## src/logic/mqrps_pkg.sv

```systemverilog
// Constants shared by the read port select block
package mqrps_pkg;
   localparam int DATA_W = 36;
   localparam int ADDR_W = 8;
   localparam int QUEUE_W = 5;
   localparam int QUEUE_LSB = 0;
   localparam int DEV_W = 3;
   localparam int DEV_LSB = 5;
   localparam int STAT_W = 4;
   localparam int STAT_LSB = 0;
   localparam int STAT_WORDS = 16;
   localparam int FLAG_W = 8;
   localparam int FIFO_DEPTH = 4;
   localparam int CFG_W = 16;
   localparam int CFG_CNT_W = 5;
   localparam logic [CFG_CNT_W-1:0] CFG_LAST = 5'h0f;
   localparam int SYNC_W = 8;
   localparam logic [FLAG_W-1:0] FLAG_IDLE = 8'hff;
   localparam logic [DEV_W-1:0] DEV_ID_RST = 3'h0;
   typedef enum logic [1:0] {
      SER_IDLE,
      SER_SHIFT,
      SER_DONE
   } mqrps_ser_t;
endpackage

```

## src/logic/mqrps_top.sv

```systemverilog
// Read port queue select, output gating, status select and serial load

// ---------------------------------------------------------------
// Word buffer
// ---------------------------------------------------------------
module mqrps_fifo #(
   parameter int W = 36,
   parameter int D = 4
) (
   // Clock and reset
   input wire logic clk_i,
   input wire logic rstn_i,
   input wire logic flush_i,
   // Fill side
   input wire logic in_valid_i,
   input wire logic [W-1:0] in_data_i,
   output logic in_ready_o,
   // Drain side
   output logic out_valid_o,
   output logic [W-1:0] out_data_o,
   input wire logic out_ready_i
);
   localparam int PW = $clog2(D);
   localparam int CW = PW + 1;
   localparam logic [CW-1:0] FULL = CW'(D);
   localparam logic [PW-1:0] PONE = PW'(1);
   logic [W-1:0] mem_reg [D];
   logic [W-1:0] mem_next [D];
   logic [PW-1:0] wptr_reg, wptr_next, rptr_reg, rptr_next, widx;
   logic [CW-1:0] cnt_reg, cnt_next;
   logic wr, rd;

   assign in_ready_o = (cnt_reg != FULL);
   assign out_valid_o = (cnt_reg != '0);
   assign out_data_o = mem_reg[rptr_reg];

   always_comb begin
      wr = in_valid_i & in_ready_o;
      rd = out_valid_o & out_ready_i;
      mem_next = mem_reg;
      widx = flush_i ? '0 : wptr_reg;
      if (wr) begin
         mem_next[widx] = in_data_i;
      end
      if (flush_i) begin
         rptr_next = '0;
         wptr_next = wr ? PONE : '0;
         cnt_next = wr ? CW'(1) : '0;
      end else begin
         rptr_next = rd ? rptr_reg + PONE : rptr_reg;
         wptr_next = wr ? wptr_reg + PONE : wptr_reg;
         cnt_next = cnt_reg + CW'(wr) - CW'(rd);
      end
   end

   always_ff @(posedge clk_i or negedge rstn_i) begin
      if (!rstn_i) begin
         for (int i = 0; i < D; i++) begin
            mem_reg[i] <= '0;
         end
         wptr_reg <= '0;
         rptr_reg <= '0;
         cnt_reg <= '0;
      end else begin
         mem_reg <= mem_next;
         wptr_reg <= wptr_next;
         rptr_reg <= rptr_next;
         cnt_reg <= cnt_next;
      end
   end
endmodule

// ---------------------------------------------------------------
// Read port top
// ---------------------------------------------------------------
module mqrps_top (
   // Read clock and reset
   input wire logic clk_i,
   input wire logic rstn_i,
   // Pins from outside the clock domain
   input wire logic master_reset_n_i,
   input wire logic serial_clk_i,
   input wire logic serial_data_i,
   input wire logic serial_in_enable_n_i,
   input wire logic serial_prog_sel_i,
   input wire logic [mqrps_pkg::DEV_W-1:0] device_id_i,
   // Read controller
   input wire logic read_chip_select_n_i,
   input wire logic read_en_n_i,
   input wire logic read_addr_enable_i,
   input wire logic flag_status_strobe_i,
   input wire logic [mqrps_pkg::ADDR_W-1:0] read_queue_addr_i,
   input wire logic fall_through_mode_i,
   input wire logic flag_polled_mode_i,
   // Read data out
   output logic [mqrps_pkg::DATA_W-1:0] read_data_o,
   output logic read_data_oe_o,
   // Queue memory
   output logic [mqrps_pkg::QUEUE_W-1:0] mem_queue_o,
   input wire logic mem_valid_i,
   input wire logic [mqrps_pkg::DATA_W-1:0] mem_data_i,
   output logic mem_ready_o,
   // Flag status
   input wire logic [mqrps_pkg::STAT_WORDS*mqrps_pkg::FLAG_W-1:0]
      ae_words_i,
   input wire logic [mqrps_pkg::STAT_WORDS*mqrps_pkg::FLAG_W-1:0]
      pr_words_i,
   output logic [mqrps_pkg::FLAG_W-1:0] almost_empty_status_bus_o,
   output logic [mqrps_pkg::FLAG_W-1:0] packet_ready_status_bus_o,
   // Serial configuration
   output logic serial_out_enable_n_o,
   output logic [mqrps_pkg::CFG_W-1:0] cfg_word_o
);
   function automatic logic dev_hit(
      input logic [mqrps_pkg::DEV_W-1:0] a,
      input logic [mqrps_pkg::DEV_W-1:0] b
   );
      dev_hit = (a == b);
   endfunction

   function automatic logic [mqrps_pkg::FLAG_W-1:0] pick_word(
      input logic [mqrps_pkg::STAT_WORDS*mqrps_pkg::FLAG_W-1:0] w,
      input logic [mqrps_pkg::STAT_W-1:0] idx
   );
      pick_word = w[idx*mqrps_pkg::FLAG_W +: mqrps_pkg::FLAG_W];
   endfunction

   // ------------------------------------------------------------
   // Synchronisers
   // ------------------------------------------------------------
   logic [mqrps_pkg::SYNC_W-1:0] raw, s1_reg, s2_reg;
   assign raw = {master_reset_n_i, serial_clk_i, serial_data_i,
                 serial_in_enable_n_i, serial_prog_sel_i, device_id_i};
   genvar g;
   generate
      for (g = 0; g < mqrps_pkg::SYNC_W; g++) begin : g_sync
         always_ff @(posedge clk_i or negedge rstn_i) begin
            if (!rstn_i) begin
               s1_reg[g] <= 1'b0;
               s2_reg[g] <= 1'b0;
            end else begin
               s1_reg[g] <= raw[g];
               s2_reg[g] <= s1_reg[g];
            end
         end
      end
   endgenerate
   logic mrs_active, sclk_s, si_s, serial_in_enable_n_s, prog_s;
   logic [mqrps_pkg::DEV_W-1:0] id_s;
   assign {sclk_s, si_s, serial_in_enable_n_s, prog_s, id_s} = s2_reg[6:0];
   assign mrs_active = !s2_reg[7];

   // ------------------------------------------------------------
   // Queue select and read data
   // ------------------------------------------------------------
   logic [mqrps_pkg::QUEUE_W-1:0] queue_reg, queue_next;
   logic [mqrps_pkg::DEV_W-1:0] rdev_reg, rdev_next, id_reg, id_next;
   logic [mqrps_pkg::DATA_W-1:0] q_reg, q_next;
   logic q_valid_reg, q_valid_next, pend_reg, pend_next;
   logic sel_fire, rd_req, load, selected, ser_done;
   logic fifo_ov;
   logic [mqrps_pkg::DATA_W-1:0] fifo_od;
   logic [mqrps_pkg::ADDR_W-1:0] a;
   assign a = read_queue_addr_i;

   mqrps_fifo #(
      .W(mqrps_pkg::DATA_W),
      .D(mqrps_pkg::FIFO_DEPTH)
   ) u_fifo (
      .clk_i(clk_i),
      .rstn_i(rstn_i),
      .flush_i(sel_fire | mrs_active),
      .in_valid_i(mem_valid_i),
      .in_data_i(mem_data_i),
      .in_ready_o(mem_ready_o),
      .out_valid_o(fifo_ov),
      .out_data_o(fifo_od),
      .out_ready_i(load)
   );

   always_comb begin
      sel_fire = read_addr_enable_i & ser_done & !mrs_active;
      selected = dev_hit(rdev_reg, id_reg);
      rd_req = !read_en_n_i & selected & !mrs_active;
      load = fifo_ov & (rd_req | (fall_through_mode_i & selected
             & (pend_reg | !q_valid_reg)));
      queue_next = queue_reg;
      rdev_next = rdev_reg;
      if (sel_fire) begin
         queue_next = a[mqrps_pkg::QUEUE_LSB +: mqrps_pkg::QUEUE_W];
         rdev_next = a[mqrps_pkg::DEV_LSB +: mqrps_pkg::DEV_W];
      end
      mem_queue_o = sel_fire ? queue_next : queue_reg;
      id_next = mrs_active ? id_s : id_reg;
      pend_next = sel_fire;
      q_next = load ? fifo_od : q_reg;
      if (sel_fire | mrs_active) begin
         q_valid_next = 1'b0;
      end else if (load) begin
         q_valid_next = 1'b1;
      end else begin
         q_valid_next = q_valid_reg;
      end
      read_data_oe_o = !read_chip_select_n_i & !read_en_n_i
                       & selected & !mrs_active;
   end
   assign read_data_o = q_reg;

   always_ff @(posedge clk_i or negedge rstn_i) begin
      if (!rstn_i) begin
         queue_reg <= '0;
         rdev_reg <= mqrps_pkg::DEV_ID_RST;
         id_reg <= mqrps_pkg::DEV_ID_RST;
         q_reg <= '0;
         q_valid_reg <= 1'b0;
         pend_reg <= 1'b0;
      end else begin
         queue_reg <= queue_next;
         rdev_reg <= rdev_next;
         id_reg <= id_next;
         q_reg <= q_next;
         q_valid_reg <= q_valid_next;
         pend_reg <= pend_next;
      end
   end

   // ------------------------------------------------------------
   // Flag status words
   // ------------------------------------------------------------
   logic [mqrps_pkg::STAT_W-1:0] sidx_reg, sidx_next, poll_reg, poll_next;
   logic [mqrps_pkg::STAT_W-1:0] idx;
   logic [mqrps_pkg::DEV_W-1:0] sdev_reg, sdev_next;
   logic [mqrps_pkg::FLAG_W-1:0] ae_reg, ae_next, pr_reg, pr_next;
   logic st_fire, st_show;

   always_comb begin
      st_fire = flag_status_strobe_i & !mrs_active;
      sidx_next = sidx_reg;
      sdev_next = sdev_reg;
      if (st_fire) begin
         sidx_next = a[mqrps_pkg::STAT_LSB +: mqrps_pkg::STAT_W];
         sdev_next = a[mqrps_pkg::DEV_LSB +: mqrps_pkg::DEV_W];
      end
      poll_next = flag_polled_mode_i ? poll_reg + 4'h1 : '0;
      idx = flag_polled_mode_i ? poll_reg : sidx_reg;
      st_show = flag_polled_mode_i | dev_hit(sdev_reg, id_reg);
      ae_next = st_show ? pick_word(ae_words_i, idx) : mqrps_pkg::FLAG_IDLE;
      pr_next = st_show ? pick_word(pr_words_i, idx) : mqrps_pkg::FLAG_IDLE;
   end
   assign almost_empty_status_bus_o = ae_reg;
   assign packet_ready_status_bus_o = pr_reg;

   always_ff @(posedge clk_i or negedge rstn_i) begin
      if (!rstn_i) begin
         sidx_reg <= '0;
         poll_reg <= '0;
         sdev_reg <= mqrps_pkg::DEV_ID_RST;
         ae_reg <= mqrps_pkg::FLAG_IDLE;
         pr_reg <= mqrps_pkg::FLAG_IDLE;
      end else begin
         sidx_reg <= sidx_next;
         poll_reg <= poll_next;
         sdev_reg <= sdev_next;
         ae_reg <= ae_next;
         pr_reg <= pr_next;
      end
   end

   // ------------------------------------------------------------
   // Serial configuration load
   // ------------------------------------------------------------
   mqrps_pkg::mqrps_ser_t ser_reg, ser_next;
   logic [mqrps_pkg::CFG_W-1:0] cfg_reg, cfg_next;
   logic [mqrps_pkg::CFG_CNT_W-1:0] cnt_reg, cnt_next;
   logic sclk_d_reg, prog_reg, prog_next, serial_out_enable_n_reg, serial_out_enable_n_next, shift;

   always_comb begin
      ser_next = ser_reg;
      cfg_next = cfg_reg;
      cnt_next = cnt_reg;
      prog_next = mrs_active ? prog_s : prog_reg;
      shift = 1'b0;
      case (ser_reg)
         mqrps_pkg::SER_IDLE: begin
            if (!mrs_active) begin
               ser_next = prog_reg ? mqrps_pkg::SER_SHIFT
                                   : mqrps_pkg::SER_DONE;
            end
         end
         mqrps_pkg::SER_SHIFT: begin
            shift = sclk_s & !sclk_d_reg & !serial_in_enable_n_s;
            if (shift) begin
               cfg_next = {cfg_reg[mqrps_pkg::CFG_W-2:0], si_s};
               cnt_next = cnt_reg + 5'h01;
               if (cnt_reg == mqrps_pkg::CFG_LAST) begin
                  ser_next = mqrps_pkg::SER_DONE;
               end
            end
         end
         mqrps_pkg::SER_DONE: begin
            ser_next = mqrps_pkg::SER_DONE;
         end
         default: begin
            ser_next = mqrps_pkg::SER_IDLE;
         end
      endcase
      if (mrs_active) begin
         ser_next = mqrps_pkg::SER_IDLE;
         cnt_next = '0;
      end
      serial_out_enable_n_next = (ser_next == mqrps_pkg::SER_DONE) ? serial_in_enable_n_s : 1'b1;
   end
   assign ser_done = (ser_reg == mqrps_pkg::SER_DONE) & !serial_out_enable_n_reg;
   assign serial_out_enable_n_o = serial_out_enable_n_reg;
   assign cfg_word_o = cfg_reg;

   always_ff @(posedge clk_i or negedge rstn_i) begin
      if (!rstn_i) begin
         ser_reg <= mqrps_pkg::SER_IDLE;
         cfg_reg <= '0;
         cnt_reg <= '0;
         sclk_d_reg <= 1'b0;
         prog_reg <= 1'b0;
         serial_out_enable_n_reg <= 1'b1;
      end else begin
         ser_reg <= ser_next;
         cfg_reg <= cfg_next;
         cnt_reg <= cnt_next;
         sclk_d_reg <= sclk_s;
         prog_reg <= prog_next;
         serial_out_enable_n_reg <= serial_out_enable_n_next;
      end
   end
endmodule

```

## config.mk

```make
export PLATFORM = sky130hd
export DESIGN_NAME = mqrps_top
export DESIGN_NICKNAME = d
export VERILOG_FILES = /design/src/logic/mqrps_pkg.sv /design/src/logic/mqrps_top.sv
export SDC_FILE = /design/constraint.sdc
export NUM_CORES = 1
export LEC_CHECK = 0
export BUFFER_PORTS_ARGS = -buffer_cell sky130_fd_sc_hd__buf_2
export CAP_MARGIN = 20
export CELL_PAD_IN_SITES_DETAIL_PLACEMENT = 1
export CELL_PAD_IN_SITES_GLOBAL_PLACEMENT = 1
export CORE_MARGIN = 5
export CORE_UTILIZATION = 38
export DETAILED_ROUTE_END_ITERATION = 12
export GPL_TIMING_DRIVEN = 0
export PLACE_DENSITY_LB_ADDON = 0.1
export RECOVER_POWER = 50
export SYNTH_ARGS = -nofsm -noshare
export SYNTH_HDL_FRONTEND = slang
export SYNTH_SLANG_ARGS = --single-unit
```

## constraint.sdc

```tcl
create_clock -name clk_i -period 2.8 [get_ports clk_i]
set_input_delay 0.14 -clock clk_i [delete_from_list [all_inputs] [get_ports clk_i]]
set_output_delay 0.14 -clock clk_i [all_outputs]
set_load 0.005 [all_outputs]
```

* After elaboration in Yosys (flattened, before gate mapping)
Cells that the tools add are included.
Word-level totals: bits in registers 269, output and inout port bits 76
Cells by class: add/subtract/negate cells 6, magnitude comparators 3, equal/unequal tests 9, shift-type cells 2, mux-type cells 31, bitwise operators 22, reduce and logical (&&, ||, !) cells 15
Operators with widths (number):
- $shiftx A128 B8 Y8 | 2
- $bwmux W144 | 1
- $mux W36 | 3
- $bmux W36 S2 | 1
- $demux W36 S2 | 1
- $mux W5 | 5
- $mux W2 | 9
- $and A1 B1 Y1 | 16
- $mux W8 | 2
- $mux W4 | 2
- $logic_not A1 Y1 | 7
- $eq A3 B3 Y1 | 2
- $ge A3 B3 Y1 const B | 2
- $not A2 Y3 | 2
- $pmux W2 S3 | 1
- $reduce_bool A2 Y1 | 3
- $add A5 B1 Y5 const B | 1
- $eq A5 B4 Y1 const B | 1
- $mux W1 | 5
- $add A2 B1 Y2 const B | 2
- $add A4 B1 Y4 const B | 1
- $eq A2 B2 Y1 const B | 2
- $ne A2 B1 Y1 const B | 2
- $or A1 B1 Y1 | 4
- other kinds (10) | 11

* Depth between registers and ports, before layout
depth after elaboration 12, gate-level depth with buffers 14, mapped depth without buffers 11

* Hierarchy
A second synthesis with hierarchy kept.
Second synthesis, totals: cell total of the unflattened synthesis 1140, area total of the unflattened synthesis 13987.2 um2
Modules (own cells, without submodules):
- mqrps_top | instances 1, cells an instance 753, area an instance 7257.0 um2, sequential area each 2974.1 um2
- mqrps_fifo | instances 1, cells an instance 387, area an instance 6730.2 um2, sequential area each 3778.6 um2

* Worst setup path after synthesis
Ideal clock, no wire load.
path kind register to register, start point reg s2_reg[7] in the netlist's numbering, end point reg u_fifo.cnt_reg[2], setup time 122 ps, arrival 2582 ps, required time 2678 ps, slack 95 ps, stages on the path, launching flop included 15, path buffers 3, period minus slack after synthesis 2705 ps, cell sequence dfrtp_1 clkbuf_1 nor2b_1 a21oi_1 nor3_1 buf_2 buf_2 ha_1 inv_1 ha_1 inv_1 fa_1 xor2_1 xnor2_1 nor2_1
On the way: word-level cells in the longest chain between the ends 6
RTL lines:
- from (decl) | line mqrps_top.sv:131 | logic [mqrps_pkg::SYNC_W-1:0] raw, s1_reg, s2_reg;
- from (signal, indexed assignment) | line mqrps_top.sv:143 | s2_reg[g] <= s1_reg[g];
- $and A1 B1 Y1 | line mqrps_top.sv:184 | rd_req = !read_en_n_i & selected & !mrs_active;
- $or A1 B1 Y1 | line mqrps_top.sv:185 | load = fifo_ov & (rd_req | (fall_through_mode_i & selected
- $and A1 B1 Y1 | line mqrps_top.sv:185
- named net load | line mqrps_top.sv:160 | logic sel_fire, rd_req, load, selected, ser_done;
- $and A1 B1 Y1 | line mqrps_top.sv:39 | rd = out_valid_o & out_ready_i;
- $sub A3 B1 Y3 | line mqrps_top.sv:52 | cnt_next = cnt_reg + CW'(wr) - CW'(rd);
- $mux W3 | line mqrps_top.sv:45 | if (flush_i) begin
- named net u_fifo.cnt_next[2] | line mqrps_top.sv:30 | logic [CW-1:0] cnt_reg, cnt_next;
- to (signal assigned) | line mqrps_top.sv:68 | cnt_reg <= cnt_next;
- to (decl) | line mqrps_top.sv:30
The timed path passes the listed nets, and every way through them passes these cells. A chain may end at the register's enable or synchronous reset.

* Worst setup path after layout
start point reg id_reg[1] in the netlist's numbering, end point reg u_fifo.cnt_reg[2]
On the way: word-level cells in the longest chain between the ends 8
RTL lines:
- from (decl) | line mqrps_top.sv:157 | logic [mqrps_pkg::DEV_W-1:0] rdev_reg, rdev_next, id_reg, id_next;
- from (signal assigned) | line mqrps_top.sv:213 | id_reg <= mqrps_pkg::DEV_ID_RST;
- from (signal assigned) | line mqrps_top.sv:220 | id_reg <= id_next;
- $eq A3 B3 Y1 * | line mqrps_top.sv:118 | dev_hit = (a == b);
- $and A1 B1 Y1, on equally long branches | line mqrps_top.sv:184, mqrps_top.sv:185
- $and A1 B1 Y1, on equally long branches | line mqrps_top.sv:184, mqrps_top.sv:186
- $or A1 B1 Y1 * | line mqrps_top.sv:185
- $and A1 B1 Y1 * | line mqrps_top.sv:185
- named net load | line mqrps_top.sv:160
- $and A1 B1 Y1 * | line mqrps_top.sv:39
- $sub A3 B1 Y3 * | line mqrps_top.sv:52
- $mux W3 * | line mqrps_top.sv:45
- named net u_fifo.cnt_next[2] | line mqrps_top.sv:30
The timed path passes the listed nets; every way through them passes the cells marked *.

==> reports/qor.json <==
{
  "yosys.cell_types.count": 63,
  "outcome": "finished, violations left",
  "violations": "max-capacitance violations, max-slew violations",
  "synthesis.nets": 1429,
  "die-height_microns": 201,
  "die_width_microns": 201,
  "timing.final.crit_share_pct": 95.2,
  "floorplan.die_area_sq_mm": 0.0406,
  "start_util_pct": 38.3,
  "path_cells": "xnor2_1 -> nand3_2 -> nor3_4 -> buf_6 -> buf_12 -> ha_1 -> inv_1 -> ha_1 -> inv_1 -> fa_2 -> xor2_1 -> xnor2_1 -> nor2_1",
  "worstPathMaxFanout": 10,
  "finalSetupTns_ps": 0,
  "max-clock-path-buffers": 3,
  "timing.final.hold_violations": 0,
  "global_route.overflow_total": 0,
  "dr_drc_count": 0,
  "max_slew.worst_pin.slew_ps": 1740,
  "drt_wl_total_mm": 52.1,
  "netlist_top_cells_area": "dfrtp_1, mux2_2, mux4_2, dfstp_2, o22ai_1",
  "grt_max_degree": 113,
  "crit_required_ps": 3250,
  "wl_per_cell_microns": 24.2,
  "clk_pin_slew_worst_paths_ps": 60,
  "vias_per_cell": 5.48,
  "setup.worst_path.end_class": "register",
  "max_reg_flops": 144,
  "total_cts_buffers": 31,
  "grt_setup_unrepaired": "no",
  "setup.worst_path.class": "reg -> reg",
  "placed_area_sq_mm": 0.0165,
  "drtIter0Drc": 525,
  "gp_routability_congestion": 0.887,
  "setup_viol": 0,
  "power_density_mw_per_mm2": 760,
  "synth_area_sq_mm": 0.0139,
  "first_pass_grt_wire_length_mm": 79.0,
  "first_global_vias": 13100,
  "cp-start-kind": "register",
  "drive_gt1_share_pct": 45.2,
  "grt_antenna_before_repair": 21,
  "timing.final.max_slew_violations": 61,
  "cts.root.buffer_cell": "clkbuf_16",
  "io_pins": 393,
  "clock_insertion_delay_at_the_later_pin_of_the_skew_report_ps": 570,
  "postSynthRegisterBits": 269,
  "synth_top_cell_area_share_pct": 45.3,
  "grt_usage_pct": 24.8,
  "cts_htree_levels": 1,
  "tritoncts": "yes",
  "synth-main-ff-cell": "dfrtp_1",
  "async_reset_ff_share_pct": 100,
  "sequential_cell_area_fraction_in_the_yosys_report_pct": 48.5,
  "crit_arrival_ps": 3120,
  "hold_class": "in -> reg",
  "synth_enable_flop_cells": 0,
  "synthesis.yosys.warnings": 0,
  "detail-route-antenna-nets": 0,
  "final_nets": 1964,
  "netlist.top_cell.by_area": "dfrtp_1",
  "leakage_nw": 8.30,
  "numClockSinks": 269,
  "maxSlewHeadroom_pct": -16.3,
  "tritonroute_pass_1_iters": 4,
  "via_count": 11800,
  "placement_rows": 70,
  "drv.max_cap_violation_count": 1,
  "syn_inst": 1106,
  "postSynthAreaPerCell_sq_um": 12.6,
  "irDropWorstVdd_uv": 631,
  "post_layout_instance_area_sq_mm": 0.0187,
  "period_needed_ps": 2660,
  "slowest_stage": "dfrtp_1",
  "timing.critical_path.slowest_cell_delay_ps": 420,
  "clk_skew_ps": 9.99,
  "max_fclk_mhz": 375,
  "port_buffers": 391,
  "core_area_sq_mm": 0.0363,
  "syn2layout_area_growth_pct": 34.5,
  "detailedPlacementHpwl_mm": 38.3
}
==> metal layers <==
layer  global-route usage, %  routed length [microns]  vias to the layer above
met3                    4.51                     2850                       89
met1                    30.6                    20800                     6031
met5                       0                       34                        -
met4                    9.47                     1870                        4
met2                    43.5                    26500                      397
li1                        -                        -                     5246
==> logic make-up (layout without fill, tap and decap cells) <==
family          count (synthesis)  in the layout  synth area share (%)
compound gates                234            234                  11.0
buf+inv                       100            657                  3.32
mux                           296            296                  28.5
flops                         269            269                  48.5
other cells                     0             18                     0
xor+xnor                       16             16                  1.01
simple gates                  185            185                  7.11
fa+ha+maj                       6              6                 0.593
==> synthesized netlist by cell type, types with 6 or more instances <==
master	n
a21oi_1	34
a31oi_1	15
buf_2	33
buf_4	6
clkbuf_1	40
dfrtp_1	252
dfstp_2	17
inv_1	17
mux2_2	216
mux2i_1	23
mux4_1	8
mux4_2	47
nand2_1	21
nand2b_1	7
nand3_1	7
nor2_1	55
nor2b_1	34
nor3_1	22
o211ai_1	22
o21a_1	11
o21ai_0	49
o21bai_1	14
o22ai_1	40
o31ai_1	19
o41ai_1	10
or4b_1	10
xnor2_1	14
==> area by class of cell <==
class | count | area (sq um)
Sequential cell | 269 | 6750
Antenna cell | 18 | 45.0
Fill cell | 3950 | 17600
Clock inverter | 13 | 166
Clock buffer | 42 | 887
Timing Repair Buffer | 503 | 3040
Inverter | 17 | 63.8
Multi-Input combinational cell | 737 | 6770
Tap cell | 468 | 586
Buffer | 82 | 418
==> power by group <==
part / switching, mW / total, mW / internal, mW
logic: 1.80 / 4.10 / 2.31
registers: 0.720 / 5.99 / 5.27
clock network: 1.65 / 4.14 / 2.49
total: 4.16 / 14.2 / 10.1
==> timing repair <==
item / in CTS / in global routing
endpoints found under the hold margin: 242 / 0
gates cloned: 0 / 0
setup buffers: 2 / 4
gates resized for setup: 18 / 4
hold buffers: 101 / 0
endpoints found under the setup margin: 18 / 3
pin swaps: 2 / 1
==> path summary, 6_finish.rpt <==
check,start,cells after the start,slack [ps],end
worst max-delay path,id_reg[1]$_DFFE_PN0N_,13,140,u_fifo.cnt_reg[2]$_DFF_PN0_
worst min-delay path,pr_words_i[10],4,50,packet_ready_status_bus_o[2]$_DFF_PN1_
worst max register to register,id_reg[1]$_DFFE_PN0N_,13,140,u_fifo.cnt_reg[2]$_DFF_PN0_
worst min register to register,s1_reg[3]$_DFF_PN0_,0,340,prog_s$_DFF_PN0_
max in group asynchronous,rstn_i,4,450,u_fifo.mem_reg[115]$_DFFE_PN0P_
min in group asynchronous,rstn_i,2,560,cfg_word_o[9]$_DFFE_PN0P_
==> critical path, delay by kind of cell, from the launching register on <==
kind | cells | cell delay [ps]
flip-flops | 1 | 420
AND/OR/NAND/NOR | 3 | 500
XOR/XNOR | 3 | 490
adder cells (fa/ha/maj) | 3 | 710
buffers and inverters | 4 | 420
==> through the flow <==
step           utilization (%)  setup WS (ps)  hold WS [ps]  std cells  power, mW
2_1_floorplan                -           95.5          -156       1106       8.41
3_3_place_gp              45.3          -3620           249       1965       9.81
3_5_place_dp              45.5           -960           126       1968       10.0
4_1_cts                   51.4           18.3          2.04       2125       14.4
5_1_grt                   51.5           8.46          30.0       2148       15.1
6_report                  51.5            135          45.3       2149       14.2
==> placed cells by master, fill, tap and decap left out, types with 6 or more instances in the layout <==
cell and n:
o21a_1 11, mux2i_1 22, nand2b_1 7, a31oi_1 15
nor2_1 55, buf_2 378, nand2_1 21, xnor2_1 13
diode_2 18, o21bai_1 14, clkbuf_16 31, o41ai_1 10
a21oi_1 33, mux4_1 8, o211ai_1 22, nand3_1 6
o22ai_1 40, buf_4 12, or4b_1 10, nor2b_1 33
clkinv_2 6, nor3_1 21, dlygate4sd3_1 101, inv_1 17
clkbuf_1 87, mux2_2 216, dfstp_2 16, clkbuf_8 7
mux4_2 47, o31ai_1 19, o21ai_0 49, dfrtp_1 251
(Power assumes the default switching activity.)
